File: src/pkg/tsq_map.vh
// Constants of the touch-screen serial sequencer: control byte layout, codes and counts
`ifndef TSQ_MAP_VH
`define TSQ_MAP_VH

// Control byte bit positions, first bit received is bit 7
`define TSQ_CTRL_START 7
`define TSQ_CTRL_ADDR_HI 6
`define TSQ_CTRL_ADDR_LO 4
`define TSQ_CTRL_RES8 3
`define TSQ_CTRL_REFSEL 2
`define TSQ_CTRL_PM_HI 1
`define TSQ_CTRL_PM_LO 0

// Channel address codes
`define TSQ_ADDR_Y 3'h1
`define TSQ_ADDR_X 3'h5
`define TSQ_ADDR_AUXA 3'h2
`define TSQ_ADDR_AUXB 3'h6

// Power mode codes
`define TSQ_PM_AUTO_OFF 2'h0
`define TSQ_PM_RESERVED 2'h2
`define TSQ_PM_RESET 2'h0

// Converter positive input selection codes
`define TSQ_SEL_NONE 3'h0
`define TSQ_SEL_XH 3'h1
`define TSQ_SEL_YH 3'h2
`define TSQ_SEL_AUXA 3'h3
`define TSQ_SEL_AUXB 3'h4

// Converter reference selection codes
`define TSQ_REF_EXT 2'h0
`define TSQ_REF_YPLATE 2'h1
`define TSQ_REF_XPLATE 2'h2

// Serial clock counts
`define TSQ_CTRL_BITS 4'h8
`define TSQ_ACQ_BIT 4'h5
`define TSQ_OVERLAP_BITS 4'h6
`define TSQ_BITS_12 4'hC
`define TSQ_BITS_8 4'h8

// Structure defaults
`define TSQ_SAR_W 12
`define TSQ_FIFO_DEPTH 4

`endif

File: src/rtl/tsq_fifo.v
// Result FIFO with valid/ready on both sides and registered flags
`timescale 1ns/1ps
module tsq_fifo #(
    parameter WIDTH = 16,
    parameter DEPTH = 4,
    parameter AW = 2
) (
    input wire mclk,
    input wire rst,
    input wire clk_en,
    input wire in_valid,
    output reg in_ready,
    input wire [WIDTH-1:0] in_data,
    output reg out_valid,
    input wire out_ready,
    output wire [WIDTH-1:0] out_data
);
    reg [WIDTH-1:0] mem [0:DEPTH-1]; // Storage words
    reg [AW-1:0] wr_q; // Write pointer
    reg [AW-1:0] rd_q; // Read pointer
    reg [AW:0] cnt_q; // Occupancy
    wire push = in_valid & in_ready;
    wire pop = out_valid & out_ready;
    reg [AW:0] cnt_d;

    // Next occupancy
    always @* begin
        cnt_d = cnt_q;
        if (push & ~pop) begin
            cnt_d = cnt_q + 1'b1;
        end else if (pop & ~push) begin
            cnt_d = cnt_q - 1'b1;
        end
    end

    // Storage write, no reset needed on data
    always @(posedge mclk) begin
        if (clk_en & push) begin
            mem[wr_q] <= in_data;
        end
    end

    // Pointers and flags kept as flops so ready and valid are clean
    always @(posedge mclk or posedge rst) begin
        if (rst) begin
            wr_q <= {AW{1'b0}};
            rd_q <= {AW{1'b0}};
            cnt_q <= {(AW+1){1'b0}};
            in_ready <= 1'b1;
            out_valid <= 1'b0;
        end else if (clk_en) begin
            if (push) begin
                wr_q <= (wr_q == DEPTH - 1) ? {AW{1'b0}} : wr_q + 1'b1;
            end
            if (pop) begin
                rd_q <= (rd_q == DEPTH - 1) ? {AW{1'b0}} : rd_q + 1'b1;
            end
            cnt_q <= cnt_d;
            in_ready <= (cnt_d != DEPTH);
            out_valid <= (cnt_d != {(AW+1){1'b0}});
        end
    end

    assign out_data = mem[rd_q];
endmodule // tsq_fifo

File: src/rtl/tsq_sar.v
// Successive-approximation register: one comparator decision per step
`timescale 1ns/1ps
module tsq_sar #(
    parameter W = 12
) (
    input wire mclk,
    input wire rst,
    input wire clk_en,
    input wire start,
    input wire step,
    input wire decision,
    output reg [W-1:0] trial,
    output reg [W-1:0] result
);
    reg [W-1:0] pos_q; // One-hot bit under test
    wire [W-1:0] res_next = result | (decision ? pos_q : {W{1'b0}});

    // Start loads mid-scale, each step keeps or drops the bit under test
    always @(posedge mclk or posedge rst) begin
        if (rst) begin
            pos_q <= {W{1'b0}};
            trial <= {W{1'b0}};
            result <= {W{1'b0}};
        end else if (clk_en) begin
            if (start) begin
                pos_q <= {1'b1, {(W-1){1'b0}}};
                trial <= {1'b1, {(W-1){1'b0}}};
                result <= {W{1'b0}};
            end else if (step) begin
                pos_q <= pos_q >> 1;
                result <= res_next;
                trial <= res_next | (pos_q >> 1);
            end
        end
    end
endmodule // tsq_sar

File: src/rtl/tsq_serial_seq.v
// Serial interface and conversion sequencer of a four-wire touch-screen converter
//
// Overview of operation
// [RULE1] Reference select 1 single-ended, 0 ratiometric
// [RULE2] Single-ended Y: sample X high, drive Y
// [RULE3] Single-ended: drivers off during conversion phase
// [RULE4] Ratiometric map: 001 Y plates, 101 X plates
// [RULE5] Ratiometric: drivers on acquisition through conversion
// [RULE6] Enabled pen interrupt pulls low while touched
// [RULE7] Host ignores pen interrupt after select falls
// [RULE8] Pen interrupt valid after last bit or deselect
// [RULE9] Deselected: interface ignored, outputs released
// [RULE10] Serial input shifted in on rising edges
// [RULE11] Leading zeros ignored; first one starts
// [RULE12] Conversion starts on fall after eighth bit
// [RULE13] Host is mode-0 master, 500kHz to 2MHz
// [RULE14] Host sends control byte then two zero bytes
// [RULE15] Twelve-bit result spans two bytes, four zeros follow
// [RULE16] Result straight binary, MSB first, on falls
// [RULE17] Busy one period, then 12 decisions out
// [RULE18] Host finishes each conversion within 500 us
// [RULE19] New start accepted after decision six
// [RULE20] Recognised start runs to completion unless deselected
// [RULE21] Host sends 16 zeros on tied-low select
// [RULE22] Eight-bit mode ends four clocks sooner
// [RULE23] Control byte: start, address, res, ref, power
// [RULE24] Single-ended address decode incl. two auxiliaries
// [RULE25] Pen interrupt enabled only in power mode 00
// [RULE26] Deselect aborts conversion and powers down
// [RULE27] Reserved addresses leave all drivers off
// [RULE28] One comparator decision per serial clock fall
`timescale 1ns/1ps
`include "tsq_map.vh"
module tsq_serial_seq #(
    parameter SAR_W = `TSQ_SAR_W,
    parameter FIFO_DEPTH = `TSQ_FIFO_DEPTH,
    parameter FIFO_AW = 2
) (
    input wire mclk,
    input wire rst,
    input wire clk_en,
    input wire chip_select_n,
    input wire serial_clock,
    input wire serial_in,
    input wire comp_above,
    input wire pen_touched,
    input wire result_ready,
    output reg serial_out,
    output reg serial_out_oe,
    output reg busy,
    output reg busy_oe,
    output reg pen_touch_irq_n_o,
    output reg pen_touch_irq_n_oe,
    output reg drv_x_high,
    output reg drv_x_low,
    output reg drv_y_high,
    output reg drv_y_low,
    output reg [2:0] adc_pos_sel,
    output reg [1:0] adc_ref_sel,
    output reg adc_powered,
    output reg sample_hold,
    output wire [SAR_W-1:0] sar_trial,
    output wire result_valid,
    output wire [SAR_W+3:0] result_data,
    output wire result_room,
    output reg result_dropped
);
    localparam RESULT_W = SAR_W + 4; // Resolution flag, address, result

    // Edge detection on the host clock, sampled as a synchronous input
    reg sclk_q; // Previous serial clock level
    reg cs_n_q; // Previous chip select level
    // Each edge is seen one mclk after the host moves
    wire sclk_rise = serial_clock & ~sclk_q;
    wire sclk_fall = ~serial_clock & sclk_q;
    wire cs_fall = cs_n_q & ~chip_select_n;

    // Control byte capture
    reg cap_active_q; // Start bit seen, collecting the byte
    reg [3:0] cap_cnt_q; // Control bits collected so far
    reg [7:0] ctrl_q; // Shift register, newest bit in bit 0
    reg [2:0] acq_addr_q; // Address used during acquisition
    reg acq_q; // Acquisition window open

    // Conversion state
    reg [7:0] conv_ctrl_q; // Control byte of the running conversion
    reg conv_active_q; // Conversion in progress
    reg [3:0] bit_cnt_q; // Decisions already presented
    reg pen_en_q; // Pen interrupt enabled by last power mode
    reg mask_q; // Pen interrupt masked during a transaction
    reg push_q; // Result write strobe to the FIFO
    reg [RESULT_W-1:0] push_data_q; // Result word to store
    // Sub-block results
    wire [SAR_W-1:0] sar_result;
    wire fifo_in_ready;

    // Fields of the running conversion
    wire [2:0] conv_addr = conv_ctrl_q[`TSQ_CTRL_ADDR_HI:`TSQ_CTRL_ADDR_LO];
    wire conv_res8 = conv_ctrl_q[`TSQ_CTRL_RES8];
    wire conv_single = conv_ctrl_q[`TSQ_CTRL_REFSEL];
    wire [1:0] conv_pm = conv_ctrl_q[`TSQ_CTRL_PM_HI:`TSQ_CTRL_PM_LO];
    wire [3:0] conv_bits = conv_res8 ? `TSQ_BITS_8 : `TSQ_BITS_12; // [RULE22]

    // New byte may start when idle or once six decisions are out
    // Earlier ones would collide with the running byte,
    // so they are not taken as start bits
    wire may_start = ~cap_active_q & (~conv_active_q | (~busy & (bit_cnt_q >= `TSQ_OVERLAP_BITS))); // [RULE19]
    // Eight bits in: the next fall launches the conversion
    // and closes acquisition
    wire cap_done = cap_active_q & (cap_cnt_q == `TSQ_CTRL_BITS);
    wire conv_start = sclk_fall & cap_done; // [RULE12]
    // Busy fall and every decision fall step the register
    wire conv_step = sclk_fall & ~cap_done & conv_active_q & (busy | (bit_cnt_q < conv_bits)); // [RULE28]
    // Fall after the last decision ends the conversion
    wire conv_end = sclk_fall & ~cap_done & conv_active_q & ~busy & (bit_cnt_q >= conv_bits);

    // Panel drivers for an address: {x_high, x_low, y_high, y_low}
    function [3:0] drv_decode;
        input [2:0] addr;
        begin
            // One layer biased, the other senses
            case (addr)
                `TSQ_ADDR_Y: drv_decode = 4'h3; // [RULE2]
                `TSQ_ADDR_X: drv_decode = 4'hC; // [RULE4]
                default: drv_decode = 4'h0; // [RULE27]
            endcase
        end
    endfunction

    // Converter positive input for an address and mode
    function [2:0] sel_decode;
        input [2:0] addr;
        input single;
        begin
            // Auxiliary inputs only in single-ended mode
            case (addr)
                `TSQ_ADDR_Y: sel_decode = `TSQ_SEL_XH; // [RULE24]
                `TSQ_ADDR_X: sel_decode = `TSQ_SEL_YH; // [RULE24]
                `TSQ_ADDR_AUXA: sel_decode = single ? `TSQ_SEL_AUXA : `TSQ_SEL_NONE; // [RULE24]
                `TSQ_ADDR_AUXB: sel_decode = single ? `TSQ_SEL_AUXB : `TSQ_SEL_NONE; // [RULE24]
                default: sel_decode = `TSQ_SEL_NONE; // [RULE27]
            endcase
        end
    endfunction

    // Analog switch settings, registered so every output is a flop
    // Decoded settings ahead of the output flops
    reg [3:0] drv_d;
    reg [2:0] sel_d;
    reg [1:0] ref_d;
    always @* begin
        // Default: all off, external reference
        drv_d = 4'h0;
        sel_d = `TSQ_SEL_NONE;
        ref_d = `TSQ_REF_EXT;
        if (acq_q) begin
            // Both modes bias the panel while the sample settles
            drv_d = drv_decode(acq_addr_q);
            sel_d = sel_decode(acq_addr_q, 1'b1);
        end else if (conv_active_q) begin
            sel_d = sel_decode(conv_addr, conv_single);
            if (conv_single) begin
                // Drivers off during conversion: saves panel current
                drv_d = 4'h0; // [RULE3]
                ref_d = `TSQ_REF_EXT; // [RULE1]
            end else begin
                drv_d = drv_decode(conv_addr); // [RULE5]
                case (conv_addr)
                    `TSQ_ADDR_Y: ref_d = `TSQ_REF_YPLATE; // [RULE4]
                    `TSQ_ADDR_X: ref_d = `TSQ_REF_XPLATE; // [RULE4]
                    default: ref_d = `TSQ_REF_EXT;
                endcase
            end
        end
    end

    // Serial protocol sequencer
    always @(posedge mclk or posedge rst) begin
        if (rst) begin
            sclk_q <= 1'b0;
            cs_n_q <= 1'b1;
            cap_active_q <= 1'b0;
            cap_cnt_q <= 4'h0;
            ctrl_q <= 8'h00;
            acq_addr_q <= 3'h0;
            acq_q <= 1'b0;
            conv_ctrl_q <= 8'h00;
            conv_active_q <= 1'b0;
            bit_cnt_q <= 4'h0;
            busy <= 1'b0;
            serial_out <= 1'b0;
            adc_powered <= 1'b0;
            // Pen armed out of reset, as mode 00
            pen_en_q <= 1'b1;
            mask_q <= 1'b0;
            push_q <= 1'b0;
            push_data_q <= {RESULT_W{1'b0}};
        end else if (clk_en) begin
            sclk_q <= serial_clock;
            cs_n_q <= chip_select_n;
            // Write strobe lasts one mclk
            push_q <= 1'b0;
            if (chip_select_n) begin
                // Deselect: abort everything and power down
                cap_active_q <= 1'b0; // [RULE9]
                cap_cnt_q <= 4'h0;
                acq_q <= 1'b0;
                conv_active_q <= 1'b0; // [RULE26]
                busy <= 1'b0;
                bit_cnt_q <= 4'h0;
                serial_out <= 1'b0;
                adc_powered <= 1'b0; // [RULE26]
                mask_q <= 1'b0; // [RULE8]
            end else begin
                // Selected: the select fall and host clock edges drive all
                if (cs_fall) begin
                    // Channel switching may glitch the pen detector
                    mask_q <= 1'b1; // [RULE7]
                end
                // Rises take the serial input
                if (sclk_rise) begin
                    if (may_start & serial_in) begin
                        // First one after any zeros is the start bit
                        cap_active_q <= 1'b1; // [RULE11]
                        cap_cnt_q <= 4'h1;
                        ctrl_q <= {ctrl_q[6:0], serial_in}; // [RULE10]
                    end else if (cap_active_q & (cap_cnt_q < `TSQ_CTRL_BITS)) begin
                        // Ones after the start are plain bits
                        cap_cnt_q <= cap_cnt_q + 4'h1;
                        ctrl_q <= {ctrl_q[6:0], serial_in}; // [RULE10]
                    end
                end
                if (conv_start) begin
                    // Latch the byte and raise busy for one period
                    conv_ctrl_q <= ctrl_q; // [RULE23]
                    cap_active_q <= 1'b0;
                    cap_cnt_q <= 4'h0;
                    acq_q <= 1'b0;
                    conv_active_q <= 1'b1; // [RULE20]
                    busy <= 1'b1; // [RULE17]
                    bit_cnt_q <= 4'h0;
                    serial_out <= 1'b0;
                    adc_powered <= 1'b1;
                    // New power mode rules the pen line
                    pen_en_q <= (ctrl_q[`TSQ_CTRL_PM_HI:`TSQ_CTRL_PM_LO] == `TSQ_PM_AUTO_OFF); // [RULE25]
                end else begin
                    if (conv_step) begin
                        // Busy drops as the MSB decision appears
                        busy <= 1'b0; // [RULE17]
                        serial_out <= comp_above; // [RULE16]
                        bit_cnt_q <= bit_cnt_q + 4'h1;
                    end else if (conv_end) begin
                        // Trailing zeros follow the last decision
                        serial_out <= 1'b0; // [RULE15]
                        conv_active_q <= 1'b0;
                        bit_cnt_q <= 4'h0;
                        mask_q <= 1'b0; // [RULE8]
                        // Mode 00 powers down between conversions,
                        // unless the next byte is arriving
                        adc_powered <= (conv_pm != `TSQ_PM_AUTO_OFF) | cap_active_q;
                        push_q <= 1'b1;
                        // Flag, address, then the code
                        push_data_q <= {conv_res8, conv_addr, sar_result};
                    end
                    if (sclk_fall & cap_active_q & (cap_cnt_q == `TSQ_ACQ_BIT)) begin
                        // Acquisition opens once the address is known
                        acq_q <= 1'b1;
                        acq_addr_q <= ctrl_q[3:1];
                        adc_powered <= 1'b1;
                    end
                end
            end
        end
    end

    // Output enables, switches and pen interrupt
    always @(posedge mclk or posedge rst) begin
        if (rst) begin
            serial_out_oe <= 1'b0;
            busy_oe <= 1'b0;
            pen_touch_irq_n_o <= 1'b0;
            pen_touch_irq_n_oe <= 1'b0;
            drv_x_high <= 1'b0;
            drv_x_low <= 1'b0;
            drv_y_high <= 1'b0;
            drv_y_low <= 1'b0;
            adc_pos_sel <= `TSQ_SEL_NONE;
            adc_ref_sel <= `TSQ_REF_EXT;
            sample_hold <= 1'b0;
            result_dropped <= 1'b0;
        end else if (clk_en) begin
            // Release trails chip select by one mclk
            serial_out_oe <= ~chip_select_n; // [RULE9]
            busy_oe <= ~chip_select_n; // [RULE9]
            pen_touch_irq_n_o <= 1'b0;
            // Open drain: enable means pulling the line low
            pen_touch_irq_n_oe <= pen_en_q & pen_touched & ~mask_q & ~cs_fall; // [RULE6]
            // Switches follow the decode one mclk late
            {drv_x_high, drv_x_low, drv_y_high, drv_y_low} <= drv_d;
            adc_pos_sel <= sel_d;
            adc_ref_sel <= ref_d;
            // Hold switch marks the acquisition window
            sample_hold <= acq_q;
            // Host clock cannot be stalled, so a full FIFO loses the word
            result_dropped <= push_q & ~fifo_in_ready;
        end
    end

    // Approximation register driven from the serial clock falls
    // Gated by select so an abort freezes it
    tsq_sar #(
        .W(SAR_W)
    ) u_sar (
        .mclk(mclk),
        .rst(rst),
        .clk_en(clk_en),
        .start(conv_start & ~chip_select_n),
        .step(conv_step & ~chip_select_n),
        .decision(comp_above),
        .trial(sar_trial),
        .result(sar_result)
    );

    // Completed results queue for the local consumer
    tsq_fifo #(
        .WIDTH(RESULT_W),
        .DEPTH(FIFO_DEPTH),
        .AW(FIFO_AW)
    ) u_fifo (
        .mclk(mclk),
        .rst(rst),
        .clk_en(clk_en),
        .in_valid(push_q),
        .in_ready(fifo_in_ready),
        .in_data(push_data_q),
        .out_valid(result_valid),
        .out_ready(result_ready),
        .out_data(result_data)
    );

    // Room flag shows back-pressure to the consumer
    assign result_room = fifo_in_ready;
endmodule // tsq_serial_seq
File: config.mk
export PLATFORM = sky130hd
export DESIGN_NAME = tsq_serial_seq
export DESIGN_NICKNAME = d
export VERILOG_FILES = /design/src/rtl/tsq_fifo.v /design/src/rtl/tsq_sar.v /design/src/rtl/tsq_serial_seq.v
export VERILOG_INCLUDE_DIRS = /design/src /design/src/pkg
export SDC_FILE = /design/constraint.sdc
export NUM_CORES = 1
export LEC_CHECK = 0
export BUFFER_PORTS_ARGS = -buffer_cell sky130_fd_sc_hd__buf_2
export CAP_MARGIN = 10
export CORE_MARGIN = 1.5
export CORE_UTILIZATION = 25
export CTS_CLUSTER_DIAMETER = 120
export DETAILED_ROUTE_END_ITERATION = 7
export GPL_ROUTABILITY_DRIVEN = 0
export GPL_TIMING_DRIVEN = 0
export PLACE_DENSITY_LB_ADDON = 0.25
export SYNTH_ARGS = -nofsm -noshare
export SYNTH_HDL_FRONTEND = slang
export SYNTH_SLANG_ARGS = --single-unit
File: constraint.sdc
create_clock -name mclk -period 9.65 [get_ports mclk]
set_clock_uncertainty 0.15 [all_clocks]
set_input_delay 1.93 -clock mclk [delete_from_list [all_inputs] [get_ports mclk]]
set_output_delay 1.93 -clock mclk [all_outputs]
set_load 0.005 [all_outputs]
; ---- Word-level counts from Yosys, hierarchy flattened
; Memories as Yosys holds them, arrays and structs flattened.
; Cells that the tools add are included.
[totals]
memories = 1
regBits = 110
latch_bits = 0
inputBits = 9
out_inout_bits = 48
ramBits = 64
rom_bits = 0
elab_cells = 205
[memory_table]
columns = name, words, word_bits, read_ports, rd_clocked_by_memory_dff, wr, line
row1 = u_fifo.mem, 4, 16, 1, 0, 1, tsq_fifo.v:18  ; reg [WIDTH-1:0] mem [0:DEPTH-1];
[classes]
n_mul = 0
n_shift = 0
bitwise_logic = 46
magnitude_cmp = 4
n_reduce_logical = 27
n_addsub = 6
n_mux = 71
eq_ne = 15
n_div = 0
[op_table]
columns = cell, n
row1 = $mux 12, 7
row2 = $mux 4, 12
row3 = $mux 1, 33
row4 = $and 1x1->1, 27
row5 = $pmux 3 s4, 2
row6 = $mux 3, 6
row7 = $reduce_bool 3->1, 6
row8 = $pmux 4 s2, 2
row9 = $reduce_and 3->1, 5
row10 = $mux 7, 2
row11 = $not 1->1, 14
row12 = $eq 3x3->1 const B, 4
row13 = $mux 2, 6
row14 = $or 12x11->12, 1
row15 = $or 12x12->12, 1
row16 = $reduce_and 2->1, 6
row17 = $reduce_bool 4->1, 3
row18 = $add 4x1->4 const B, 2
row19 = $reduce_and 4->1, 2
row20 = $eq 3x1->1 const B, 2
row21 = $eq 3x2->1 const B, 2
row22 = $ne 3x3->1 const B, 2
row23 = $reduce_bool 2->1, 3
row24 = $reduce_and 5->1, 1
row25 = other kinds (14), 18

; ---- Logic depth before layout (Yosys ltp)
; Gate-level depths: netlist (run 1).
[logic_depth]
depth_word = 12
mapped_depth = 8
mapped_depth_nobuf = 7

; ---- Cells and area by module
; Synthesis (run 1) repeated with hierarchy kept, for this count alone.
[unflattened]
cells_unflattened = 523
area_unflattened_um2 = 7543.5
[by_module_without_submodules]
columns = mod, area_per_inst_um2, cells_per_inst, instances
row1 = tsq_serial_seq, 2944.1, 259, 1
row2 = tsq_fifo, 2934.1, 143, 1
row3 = tsq_sar, 1665.3, 121, 1

; ---- Worst setup path before layout (run 1)
; No wires, ideal clock.
[synth_path]
kind = register -> output
start = register u_fifo.rd_q[0]
end = output port result_data[10]
stages_incl_launch_ff = 4
n_path_buf = 2
path_slack_ns = 6.148
arrival_time_ns = 1.422
path_cell_list = dfrtp_1 buf_2 buf_2 mux4_2
[synth_via]
elab_chain_len = 1
[synth_lines]
columns = item, line
row1 = "start, declared", tsq_fifo.v:20  ; reg [AW-1:0] rd_q;
row2 = "start signal, assigned", tsq_fifo.v:47  ; rd_q <= {AW{1'b0}};
row3 = "start signal, assigned", tsq_fifo.v:56  ; rd_q <= (rd_q == DEPTH - 1) ? {AW{1'b0}} : rd_q + 1'b1;
row4 = $mem_v2 4x16, --
row5 = "end, declared", tsq_serial_seq.v:64  ; output wire [SAR_W+3:0] result_data,
; No other way between the ends.

; ---- Final worst setup path (run 1)
[layout_path]
start = register u_fifo.rd_q[1]
end = output port result_data[10]
; The elaborated chain is that of the path after synthesis.

==> metrics.txt, run 1 <==
# TYPE chip_impl_metric gauge
chip_impl_metric{name="signed_area_change_from_the_synthesized_netlist_to_the_final_layout",unit="%"} 19.0
chip_impl_info{name="final_cell_mix",value="105 x sky130_fd_sc_hd__dfrtp_1, 64 x sky130_fd_sc_hd__edfxtp_1, 62 x sky130_fd_sc_hd__buf_2"} 1
chip_impl_info{name="timing_worst_setup_path_type",value="reg -> out"} 1
chip_impl_metric{name="fin_ws",unit="ns"} 5.25
chip_impl_metric{name="fp.coreArea",unit="mm2"} 0.0285
chip_impl_info{name="tritoncts",value="done"} 1
chip_impl_metric{name="grt_overflow",unit=""} 0
chip_impl_metric{name="worstPathMaxFanout",unit=""} 10
chip_impl_metric{name="finalMaxSlewViolations",unit=""} 0
chip_impl_metric{name="cts_inserted_buffers",unit=""} 17
chip_impl_metric{name="fp-row-count",unit=""} 62
chip_impl_metric{name="detailedPlace.worstSlack",unit="ns"} 5.64
chip_impl_metric{name="post_synth_instance_area",unit="mm2"} 0.00722
chip_impl_metric{name="arrival",unit="ns"} 2.32
chip_impl_metric{name="die_w",unit="um"} 173
chip_impl_metric{name="p_total",unit="W"} 0.00164
chip_impl_info{name="critPathCaptureType",value="output port"} 1
chip_impl_metric{name="synth-seq-area-share",unit=""} 0.641
chip_impl_info{name="ys_top_cells_by_area",value="sky130_fd_sc_hd__dfrtp_1 36%, sky130_fd_sc_hd__edfxtp_1 27%, sky130_fd_sc_hd__mux4_2 5.0%"} 1
chip_impl_metric{name="grt_pass1_wl",unit="mm"} 25.3
chip_impl_metric{name="tns",unit="ns"} 0
chip_impl_metric{name="layoutNonFillerInstCount",unit=""} 984
chip_impl_metric{name="power_leakage",unit="nW"} 3.81
chip_impl_metric{name="maxCapViolations",unit=""} 0
chip_impl_metric{name="net_count_final",unit=""} 609
chip_impl_metric{name="synth.distinct_cells",unit=""} 58
chip_impl_metric{name="worst_setup_hold_path_clk_slew",unit="ns"} 0.07
chip_impl_metric{name="post_cts_buffers",unit=""} 0
chip_impl_metric{name="placed_cells_incl_taps",unit=""} 952
chip_impl_metric{name="cp_data_required_time",unit="ns"} 7.57
chip_impl_metric{name="ctsHtreeMaxLevel",unit=""} 4
chip_impl_info{name="ys_dominant_reg_cell",value="sky130_fd_sc_hd__dfrtp_1"} 1
chip_impl_metric{name="die_area",unit="mm2"} 0.0299
chip_impl_info{name="root_buffer",value="sky130_fd_sc_hd__clkbuf_16"} 1
chip_impl_info{name="rsz_0062_raised_after_global_routing",value="no"} 1
chip_impl_metric{name="floorplan.initialDensity",unit=""} 0.253
chip_impl_metric{name="antenna_found_initial",unit=""} 1
chip_impl_metric{name="wl_per_cell",unit="um"} 15.8
chip_impl_metric{name="first_iter_violations",unit=""} 292
chip_impl_metric{name="worst_ir_drop_vdd",unit="uV"} 83.4
chip_impl_metric{name="cts_repair_resize_count",unit=""} 0
chip_impl_metric{name="antennaDiodeCount",unit=""} 0
chip_impl_info{name="synthDominantAreaCellType",value="sky130_fd_sc_hd__dfrtp_1"} 1
chip_impl_metric{name="ant_nets",unit=""} 0
chip_impl_metric{name="ys_async_sr_fraction",unit=""} 0.628
chip_impl_info{name="hp-class",value="reg -> reg"} 1
chip_impl_metric{name="final_layout_size_suffix_gt1_frac",unit=""} 0.292
chip_impl_metric{name="setup_viol",unit=""} 0
chip_impl_metric{name="post_cts_hold_buffer_count",unit=""} 0
chip_impl_metric{name="yosys_warnings",unit=""} 0
chip_impl_metric{name="tightest_slew",unit="ns"} 0.877
chip_impl_metric{name="final.min_clock_period",unit="ns"} 4.40
chip_impl_metric{name="grt_pass1_vias",unit=""} 4611
chip_impl_metric{name="drt_pre_antenna_iters",unit=""} 4
chip_impl_metric{name="ff_latch_count_synth",unit=""} 172
chip_impl_metric{name="synthesis.nets",unit=""} 534
chip_impl_metric{name="grt_start_max_net_pins",unit=""} 63
chip_impl_info{name="final_common_cell",value="sky130_fd_sc_hd__dfrtp_1"} 1
chip_impl_metric{name="power_per_cell_area",unit="mW/mm2"} 191
chip_impl_metric{name="io-pin-count",unit=""} 57
chip_impl_info{name="status",value="completed"} 1
chip_impl_metric{name="worst-r2r-setup-slack",unit="ns"} 7.29
chip_impl_metric{name="viasPerCell",unit=""} 4.42
chip_impl_metric{name="place.detailed.hpwl",unit="mm"} 10.9
chip_impl_metric{name="syn_avg_cell_area",unit="um2"} 14.1
chip_impl_metric{name="synthesis.instances",unit=""} 512
chip_impl_metric{name="dieHeight",unit="um"} 173
chip_impl_metric{name="worst_slew_margin_rel",unit=""} 0.415
chip_impl_metric{name="synth_edf_count",unit=""} 64
chip_impl_metric{name="drc_errors",unit=""} 0
chip_impl_metric{name="final.period_utilization",unit=""} 0.455
chip_impl_metric{name="buffer_ports.inserted",unit=""} 55
chip_impl_metric{name="cts_num_sinks",unit=""} 172
chip_impl_metric{name="route.vias.total",unit=""} 4354
chip_impl_metric{name="clkLatencyLatePin",unit="ns"} 0.43
chip_impl_metric{name="global_route.usage.total",unit=""} 0.108
chip_impl_metric{name="fin_area",unit="mm2"} 0.00859
chip_impl_metric{name="max_freq",unit="MHz"} 228
chip_impl_info{name="worstSetupStartpointType",value="flip-flop"} 1
chip_impl_metric{name="cell_area_placed",unit="mm2"} 0.00801
chip_impl_metric{name="clockBufferDepth",unit=""} 2
chip_impl_metric{name="netlist.area_leader.share",unit=""} 0.364
chip_impl_metric{name="wl",unit="mm"} 15.6
chip_impl_metric{name="timing_hold_violations_final",unit=""} 0
state kept, by name, indices dropped and copies added (netlist names), 4 cells and up:
name          count
ctrl_q            7
u_fifo.mem       64
u_sar.result     12
cap_cnt_q         4
u_sar.trial      12
u_sar.pos_q      12
push_data_q      16
conv_ctrl_q       7
bit_cnt_q         4
power by group:
group,internal [W],switching [W],total [W],leakage (nW)
clock network,0.000347,0.000324,0.000671,0.277
registers,0.000778,0.0000269,0.000805,2.21
logic,0.0000759,0.0000916,0.000167,1.32
metrics by stage:
step | util | hold WS, ns
final | 0.301 | 0.342
after global routing | 0.301 | 0.360
after CTS | 0.301 | 0.346
after detailed placement | 0.281 | 0.323
after global placement | 0.279 | 0.314
after floorplan | - | 0.279
logic make-up after synthesis:
logic type / synth area share
buffers and inverters: 0.0281
other: 0.000519
DFF: 0.641
and+or+nand+nor: 0.0868
AOI/OAI and AO/OA: 0.0988
adders and majority gates: 0.0225
xor gates and xnor gates: 0.00485
muxes: 0.118
final cells by class:
| class | instances | area (um2) |
|---|---|---|
| Buffer | 23 | 135 |
| Clock buffer | 17 | 425 |
| Clock inverter | 15 | 160 |
| Fill cell | 2926 | 20000 |
| Inverter | 18 | 70.1 |
| Multi-Input combinational cell | 299 | 2390 |
| Sequential cell | 172 | 4630 |
| Tap cell | 384 | 480 |
| Timing Repair Buffer | 56 | 303 |
critical path, stage by stage, from the launching register on:
cell and delay, ns:
sky130_fd_sc_hd__dfrtp_1 0.36, sky130_fd_sc_hd__clkbuf_1 0.41, sky130_fd_sc_hd__clkbuf_1 0.53, sky130_fd_sc_hd__mux4_2 0.43, sky130_fd_sc_hd__buf_2 0.15
final timing paths:
check / cells after the start / end / from
max in group asynchronous: 3 / u_fifo.in_ready / rst
min in group asynchronous: 2 / u_sar.trial[3] / rst
min reg2reg: 1 / pen_touch_irq_n_oe / pen_touch_irq_n_oe
min: 1 / pen_touch_irq_n_oe / pen_touch_irq_n_oe
max: 4 / result_data[10] / u_fifo.rd_q[1]
max reg2reg: 3 / u_fifo.mem[3][9] / u_fifo.in_ready
cells in the mapped netlist (all sizes together) (2+ instances only):
| cell type | n |
|---|---|
| ha | 13 |
| a21o | 6 |
| a21oi | 21 |
| nand4b | 2 |
| a31oi | 3 |
| inv | 18 |
| nor2 | 19 |
| nor2b | 10 |
| or3 | 2 |
| and3 | 4 |
| edfxtp | 64 |
| o21a | 2 |
| nand3 | 12 |
| nor3b | 2 |
| o21ai | 32 |
| and2b | 2 |
| mux2 | 36 |
| xnor2 | 4 |
| and2 | 5 |
| o221ai | 2 |
| o31ai | 2 |
| dfrtp | 105 |
| clkbuf | 10 |
| dfstp | 3 |
| nor3 | 7 |
| a211oi | 10 |
| a22o | 22 |
| mux4 | 16 |
| nand4 | 2 |
| or2 | 4 |
| mux2i | 5 |
| nand2 | 41 |
| buf | 13 |
layer usage:
layer | share of wire | track usage
met5 | 0 | 0
met4 | 0.012 | 0.0406
met3 | 0.045 | 0.0310
met2 | 0.49 | 0.175
met1 | 0.45 | 0.138
Power figures use the tool's default switching activity.
==> run 2: changes to the inputs <==
ABC_AREA = 1   (was not set)
clock period = 3.55 ns   (was 9.65 ns; I/O delays follow)
==> run 2 against run 1 <==
Global-route usage is 0.73 points higher; die area is 1.6% higher; count of clock-buffer cells in the layout is 1 higher; combinational power grew to 5.0 times the previous value; via count is 18% higher; power grew to 2.9 times the previous value; sequential share of layout area is 1.0 points lower.
==> metrics.txt, run 2 <==
# TYPE chip_impl_metric gauge
chip_impl_info{name="status",value="completed"} 1
chip_impl_info{name="worstSetupStartpointType",value="flip-flop"} 1
chip_impl_metric{name="synth_compound_area_frac",unit=""} 0.122
chip_impl_info{name="critPathCaptureType",value="output port"} 1
chip_impl_metric{name="power_per_cell_area",unit="mW/mm2"} 547
chip_impl_metric{name="setup_viol",unit=""} 0
chip_impl_metric{name="net-switching-power",unit="W"} 0.00145
chip_impl_metric{name="global_route.usage.total",unit=""} 0.116
chip_impl_metric{name="signed_area_change_from_the_synthesized_netlist_to_the_final_layout",unit="%"} 19.4
chip_impl_metric{name="grt_overflow",unit=""} 0
chip_impl_metric{name="combinational_fraction_of_design_power",unit=""} 0.175
chip_impl_info{name="yosysMostFrequentCell",value="sky130_fd_sc_hd__nand2_1"} 1
chip_impl_metric{name="first_iter_violations",unit=""} 333
chip_impl_metric{name="clkLatencyLatePin",unit="ns"} 0.43
chip_impl_metric{name="antenna_found_initial",unit=""} 0
chip_impl_metric{name="buffer_ports.inserted",unit=""} 53
chip_impl_info{name="timing_worst_setup_path_type",value="reg -> out"} 1
chip_impl_metric{name="fp-row-count",unit=""} 62
chip_impl_metric{name="tightest_slew",unit="ns"} 0.922
chip_impl_metric{name="post_cts_buffers",unit=""} 0
chip_impl_metric{name="placed_cells_incl_taps",unit=""} 1175
chip_impl_info{name="synthDominantAreaCellType",value="sky130_fd_sc_hd__dfrtp_1"} 1
chip_impl_metric{name="dieHeight",unit="um"} 174
chip_impl_metric{name="wl",unit="mm"} 17.0
chip_impl_metric{name="worst_slew_margin_rel",unit=""} 0.385
chip_impl_metric{name="grt_pass1_vias",unit=""} 5048
chip_impl_metric{name="final_layout_size_suffix_gt1_frac",unit=""} 0.162
chip_impl_metric{name="place.detailed.hpwl",unit="mm"} 12.4
chip_impl_metric{name="worstPathMaxFanout",unit=""} 10
chip_impl_info{name="rsz_0062_raised_after_global_routing",value="no"} 1
chip_impl_metric{name="netlist.area_leader.share",unit=""} 0.358
chip_impl_metric{name="number_of_flip_flops_under_the_largest_register_name",unit=""} 64
chip_impl_metric{name="viasPerCell",unit=""} 4.26
chip_impl_metric{name="power_leakage",unit="nW"} 3.83
chip_impl_metric{name="ff_latch_count_synth",unit=""} 172
chip_impl_metric{name="ant_nets",unit=""} 0
chip_impl_metric{name="post_cts_hold_buffer_count",unit=""} 0
chip_impl_metric{name="finalMaxSlewViolations",unit=""} 0
chip_impl_info{name="tritoncts",value="done"} 1
chip_impl_metric{name="yosys.area_share.adder",unit=""} 0.0222
chip_impl_metric{name="synthesis.nets",unit=""} 754
chip_impl_metric{name="clockBufferDepth",unit=""} 2
chip_impl_metric{name="arrival",unit="ns"} 2.20
chip_impl_metric{name="post_synth_xor_area_fraction",unit=""} 0.00597
chip_impl_metric{name="drt_pre_antenna_iters",unit=""} 4
chip_impl_metric{name="grt_pass1_wl",unit="mm"} 27.5
chip_impl_metric{name="fp.coreArea",unit="mm2"} 0.0288
chip_impl_metric{name="cp_data_required_time",unit="ns"} 2.69
chip_impl_info{name="critical_path.reg2reg.startpoint",value="u_fifo.in_ready"} 1
chip_impl_metric{name="timing_hold_violations_final",unit=""} 0
chip_impl_metric{name="route.vias.total",unit=""} 5147
chip_impl_metric{name="grt_start_max_net_pins",unit=""} 36
chip_impl_metric{name="cts_num_sinks",unit=""} 172
chip_impl_metric{name="worst_setup_hold_path_clk_slew",unit="ns"} 0.08
chip_impl_info{name="final_cell_mix",value="156 x sky130_fd_sc_hd__nand2_1, 109 x sky130_fd_sc_hd__o21ai_0, 105 x sky130_fd_sc_hd__dfrtp_1"} 1
chip_impl_metric{name="yosys-mux-area-fraction",unit=""} 0
chip_impl_metric{name="layoutNonFillerInstCount",unit=""} 1207
chip_impl_metric{name="ys_async_sr_fraction",unit=""} 0.628
chip_impl_metric{name="die_w",unit="um"} 174
chip_impl_metric{name="post_synth_instance_area",unit="mm2"} 0.00734
chip_impl_metric{name="die_area",unit="mm2"} 0.0304
chip_impl_metric{name="maxCapViolations",unit=""} 0
chip_impl_metric{name="synth.distinct_cells",unit=""} 35
chip_impl_info{name="reg_with_most_ffs",value="u_fifo.mem"} 1
chip_impl_metric{name="final.period_utilization",unit=""} 0.861
chip_impl_metric{name="cellInternalPower",unit="W"} 0.00334
chip_impl_metric{name="net_count_final",unit=""} 832
chip_impl_info{name="ys_top_cells_by_area",value="sky130_fd_sc_hd__dfrtp_1 36%, sky130_fd_sc_hd__edfxtp_1 26%, sky130_fd_sc_hd__nand2_1 8.0%"} 1
chip_impl_info{name="ys_dominant_reg_cell",value="sky130_fd_sc_hd__dfrtp_1"} 1
chip_impl_metric{name="power.clock.fraction",unit=""} 0.366
chip_impl_info{name="critical_path.startpoint",value="u_fifo.rd_q[1]"} 1
chip_impl_metric{name="yosys_warnings",unit=""} 0
chip_impl_metric{name="drc_errors",unit=""} 0
chip_impl_metric{name="post_synth_and_or_nand_nor_area_fraction",unit=""} 0.158
chip_impl_metric{name="wl_per_cell",unit="um"} 14.1
chip_impl_metric{name="switching_power_share_of_the_total",unit=""} 0.303
chip_impl_metric{name="floorplan.initialDensity",unit=""} 0.255
chip_impl_metric{name="io-pin-count",unit=""} 57
chip_impl_info{name="final_common_cell",value="sky130_fd_sc_hd__nand2_1"} 1
chip_impl_info{name="hp-class",value="in -> async"} 1
chip_impl_metric{name="synth-seq-area-share",unit=""} 0.631
chip_impl_metric{name="power.share.sequential",unit=""} 0.459
chip_impl_metric{name="antennaDiodeCount",unit=""} 0
chip_impl_info{name="root_buffer",value="sky130_fd_sc_hd__clkbuf_16"} 1
chip_impl_info{name="dominant_combinational_cell_family_by_area_after_synthesis",value="simple AND/OR/NAND/NOR gates"} 1
chip_impl_metric{name="ctsHtreeMaxLevel",unit=""} 4
chip_impl_metric{name="syn_avg_cell_area",unit="um2"} 10.0
chip_impl_info{name="reg.largest.list",value="u_fifo.mem x64, push_data_q x16"} 1
chip_impl_metric{name="cts_inserted_buffers",unit=""} 17
chip_impl_metric{name="cts_repair_resize_count",unit=""} 0
chip_impl_info{name="synth_top_cells_by_count",value="156 x sky130_fd_sc_hd__nand2_1, 109 x sky130_fd_sc_hd__o21ai_0, 105 x sky130_fd_sc_hd__dfrtp_1"} 1
chip_impl_metric{name="max_freq",unit="MHz"} 327
chip_impl_metric{name="synth_edf_count",unit=""} 64
chip_impl_metric{name="worst_ir_drop_vdd",unit="uV"} 334
chip_impl_metric{name="final.min_clock_period",unit="ns"} 3.06
chip_impl_metric{name="end_of_flow_core_utilization",unit=""} 0.304
chip_impl_metric{name="synthesis.instances",unit=""} 732
run 2: final timing paths:
kind	endpoint	slack, ns	cells past startpoint
min	u_sar.trial[4]	0.17	2
max in group asynchronous	cs_n_q	2.26	4
min reg2reg	sample_hold	0.32	2
min in group mclk	sample_hold	0.32	2
max	result_data[10]	0.49	5
max reg2reg	u_fifo.mem[1][7]	1.20	4
run 2: layer usage:
layer  track usage  wire (um)  share of wire
met1         0.151       7980           0.47
met2         0.187       8050           0.47
met3        0.0326        774          0.046
met4        0.0345        158         0.0093
met5             0          0              0
run 2: worst max-delay path, stage by stage (launching register included):
cell and delay, ns:
sky130_fd_sc_hd__dfrtp_1 0.51, sky130_fd_sc_hd__inv_1 0.25, sky130_fd_sc_hd__clkbuf_1 0.39, sky130_fd_sc_hd__o21ai_0 0.17, sky130_fd_sc_hd__o22ai_1 0.27, sky130_fd_sc_hd__buf_2 0.18
run 2: power by group through the flow:
stage	combinational, W	clock, W	sequential (W)
floorplan	0.000506	0	0.00221
global placement	0.000848	0	0.00224
detailed placement	0.000863	0	0.00224
CTS	0.000866	0.00180	0.00220
global route	0.000954	0.00189	0.00221
finish	0.000841	0.00175	0.00220
run 2: layout make-up:
| cell class | instances | area [um2] |
|---|---|---|
| clock inverter | 14 | 128 |
| timing repair buffer | 59 | 370 |
| inverter | 72 | 277 |
| tap | 384 | 480 |
| multi-input combinational | 457 | 2270 |
| sequential | 172 | 4630 |
| clock buffer | 18 | 429 |
| fill | 2956 | 20000 |
| buffer | 31 | 176 |
run 2: logic make-up (layout without fill, tap and decap cells):
logic type / Yosys count / count (layout)
and+or+nand+nor: 278 / 278
DFF: 172 / 172
AOI/OAI and AO/OA: 160 / 160
buffers and inverters: 103 / 194
adders and majority gates: 13 / 13
xor gates and xnor gates: 5 / 5
other: 1 / 1
run 2: metrics by stage:
stage	power [W]	setup slack (ns)	hold WS, ns	instance area (um2)	TNS (ns)
global route	0.00506	0.301	0.189	8760	0
floorplan	0.00272	0.911	0.292	7340	0
CTS	0.00487	0.444	0.168	8760	0
finish	0.00479	0.492	0.166	8760	0
detailed placement	0.00310	0.535	0.307	8200	0
global placement	0.00308	-0.0350	0.304	8090	-1.03
==> run 3: changes to the inputs <==
CORE_UTILIZATION = 40   (was 25)
==> run 3 against run 2 <==
Critical path depth did not move; setup slack improved by 0.067 ns; final cell count fell by 13%; die area fell by 37%; power rose by 1.5%; maximum frequency rose by 2.2%; hold slack got worse by 0.072 ns; sequential power barely moved.
==> metrics.txt, run 3 (same netlist as run 2, synthesis figures left out) <==
# TYPE chip_impl_metric gauge
chip_impl_metric{name="layoutNonFillerInstCount",unit=""} 1051
chip_impl_metric{name="antennaDiodeCount",unit=""} 0
chip_impl_metric{name="post_cts_hold_buffer_count",unit=""} 0
chip_impl_metric{name="wl",unit="mm"} 15.4
chip_impl_metric{name="post_cts_buffers",unit=""} 0
chip_impl_metric{name="p_total",unit="W"} 0.00486
chip_impl_metric{name="finalMaxSlewViolations",unit=""} 0
chip_impl_info{name="reg.largest.list",value="u_fifo.mem x64, push_data_q x16"} 1
chip_impl_metric{name="ctsHtreeMaxLevel",unit=""} 4
chip_impl_metric{name="buffer_ports.inserted",unit=""} 53
chip_impl_metric{name="tns",unit="ns"} 0
chip_impl_metric{name="final.period_utilization",unit=""} 0.843
chip_impl_metric{name="grt_overflow",unit=""} 0
chip_impl_info{name="worstSetupStartpointType",value="flip-flop"} 1
chip_impl_info{name="cp_slowest_cell",value="sky130_fd_sc_hd__dfrtp_1"} 1
chip_impl_metric{name="die_area",unit="mm2"} 0.0192
chip_impl_metric{name="drt_pre_antenna_iters",unit=""} 4
chip_impl_metric{name="switching_power_share_of_the_total",unit=""} 0.284
chip_impl_metric{name="net-switching-power",unit="W"} 0.00138
chip_impl_metric{name="worst_slew_margin_rel",unit=""} 0.389
chip_impl_metric{name="net_count_final",unit=""} 831
chip_impl_metric{name="io-pin-count",unit=""} 57
chip_impl_metric{name="timing.critical_path.slowest_cell_delay",unit="ns"} 0.50
chip_impl_info{name="crit_chain",value="inv_1 -> clkbuf_1 -> o21ai_0 -> o22ai_1 -> buf_2"} 1
chip_impl_info{name="critPathCaptureType",value="output port"} 1
chip_impl_metric{name="floorplan.initialDensity",unit=""} 0.409
chip_impl_metric{name="grt_pass1_wl",unit="mm"} 25.5
chip_impl_metric{name="global_route.usage.total",unit=""} 0.168
chip_impl_metric{name="cts_num_sinks",unit=""} 172
chip_impl_metric{name="power.clock.fraction",unit=""} 0.379
chip_impl_metric{name="dieHeight",unit="um"} 138
chip_impl_metric{name="first_iter_violations",unit=""} 303
chip_impl_metric{name="fin_area",unit="mm2"} 0.00857
chip_impl_metric{name="power.share.sequential",unit=""} 0.452
chip_impl_info{name="reg_with_most_ffs",value="u_fifo.mem"} 1
chip_impl_metric{name="worst-r2r-setup-slack",unit="ns"} 1.24
chip_impl_metric{name="worst-path-stages",unit=""} 5
chip_impl_metric{name="ant_nets",unit=""} 0
chip_impl_metric{name="worst_ir_drop_vdd",unit="uV"} 368
chip_impl_metric{name="power_leakage",unit="nW"} 3.84
chip_impl_metric{name="cts_inserted_buffers",unit=""} 17
chip_impl_metric{name="signed_area_change_from_the_synthesized_netlist_to_the_final_layout",unit="%"} 16.8
chip_impl_metric{name="wl_per_cell",unit="um"} 14.6
chip_impl_info{name="timing_worst_setup_path_type",value="reg -> out"} 1
chip_impl_metric{name="tightest_slew",unit="ns"} 0.915
chip_impl_metric{name="placed_cells_incl_taps",unit=""} 1019
chip_impl_metric{name="number_of_flip_flops_under_the_largest_register_name",unit=""} 64
chip_impl_metric{name="reg2reg_depth",unit=""} 4
chip_impl_metric{name="clkLatencyLatePin",unit="ns"} 0.42
chip_impl_metric{name="route.vias.total",unit=""} 5154
chip_impl_metric{name="antenna_found_initial",unit=""} 0
chip_impl_info{name="tritoncts",value="done"} 1
chip_impl_metric{name="max_freq",unit="MHz"} 334
chip_impl_metric{name="grt_start_max_net_pins",unit=""} 40
chip_impl_metric{name="worst_setup_hold_path_clk_slew",unit="ns"} 0.07
chip_impl_metric{name="arrival",unit="ns"} 2.13
chip_impl_info{name="status",value="completed"} 1
chip_impl_metric{name="drc_errors",unit=""} 0
chip_impl_metric{name="maxCapViolations",unit=""} 0
chip_impl_info{name="final_common_cell",value="sky130_fd_sc_hd__nand2_1"} 1
chip_impl_metric{name="cp_data_required_time",unit="ns"} 2.69
chip_impl_info{name="delay_heaviest_family_cp",value="buffers and inverters"} 1
chip_impl_metric{name="worstPathMaxFanout",unit=""} 10
chip_impl_metric{name="clockBufferDepth",unit=""} 2
chip_impl_metric{name="timing_hold_violations_final",unit=""} 0
chip_impl_info{name="hp-class",value="in -> async"} 1
chip_impl_metric{name="filler_cell_count",unit=""} 1671
chip_impl_metric{name="power_per_cell_area",unit="mW/mm2"} 567
chip_impl_info{name="rsz_0062_raised_after_global_routing",value="no"} 1
chip_impl_metric{name="place.detailed.hpwl",unit="mm"} 10.7
chip_impl_info{name="final_cell_mix",value="156 x sky130_fd_sc_hd__nand2_1, 109 x sky130_fd_sc_hd__o21ai_0, 105 x sky130_fd_sc_hd__dfrtp_1"} 1
chip_impl_metric{name="cts_repair_resize_count",unit=""} 0
chip_impl_metric{name="cp_num_buf_inv",unit=""} 3
chip_impl_metric{name="cell_area_placed",unit="mm2"} 0.00799
chip_impl_metric{name="fp-row-count",unit=""} 49
chip_impl_metric{name="final.min_clock_period",unit="ns"} 2.99
chip_impl_metric{name="fp.coreArea",unit="mm2"} 0.0180
chip_impl_metric{name="end_of_flow_core_utilization",unit=""} 0.477
chip_impl_metric{name="final_layout_size_suffix_gt1_frac",unit=""} 0.158
chip_impl_metric{name="viasPerCell",unit=""} 4.90
chip_impl_info{name="root_buffer",value="sky130_fd_sc_hd__clkbuf_16"} 1
chip_impl_metric{name="grt_pass1_vias",unit=""} 4964
chip_impl_metric{name="die_w",unit="um"} 138
chip_impl_metric{name="combinational_fraction_of_design_power",unit=""} 0.170
chip_impl_metric{name="setup_viol",unit=""} 0
chip_impl_metric{name="cellInternalPower",unit="W"} 0.00348
## run 3: worst paths after layout
path                                      start          endpoint
worst min register to register        ctrl_q[1]         ctrl_q[1]
min in group mclk                     ctrl_q[1]         ctrl_q[1]
worst min-delay path                        rst    u_sar.trial[6]
worst max register to register  u_fifo.in_ready  u_fifo.mem[1][6]
max in group asynchronous                   rst          pen_en_q
worst max-delay path             u_fifo.rd_q[1]   result_data[14]
## run 3: layout make-up
type | instances | area, um2 | share of cell area
timing repair buffer | 58 | 352 | 0.0410
buffer | 31 | 176 | 0.0206
sequential | 172 | 4630 | 0.540
clock buffer | 20 | 447 | 0.0521
clock inverter | 12 | 136 | 0.0159
tap | 229 | 287 | 0.0334
inverter | 72 | 277 | 0.0323
multi-input combinational | 457 | 2270 | 0.265
## run 3: stage by stage
step	setup WS, ns	hold slack [ns]
after floorplan	0.911	0.292
after global placement	0.0754	0.303
after detailed placement	0.551	0.314
after CTS	0.534	0.0902
after global routing	0.412	0.102
final	0.559	0.0938
## run 3: layer usage
| metal | routed length [um] | global-route usage |
|---|---|---|
| met1 | 7530 | 0.237 |
| met5 | 0 | 0 |
| met2 | 7180 | 0.262 |
| met3 | 504 | 0.0339 |
| met4 | 182 | 0.0532 |
## run 3: power groups by stage
stage	Sequential, W	Clock (W)	Combinational, W
floorplan	0.00221	0	0.000506
global placement	0.00223	0	0.000809
detailed placement	0.00224	0	0.000828
CTS	0.00220	0.00187	0.000837
global route	0.00221	0.00196	0.000938
finish	0.00220	0.00184	0.000826
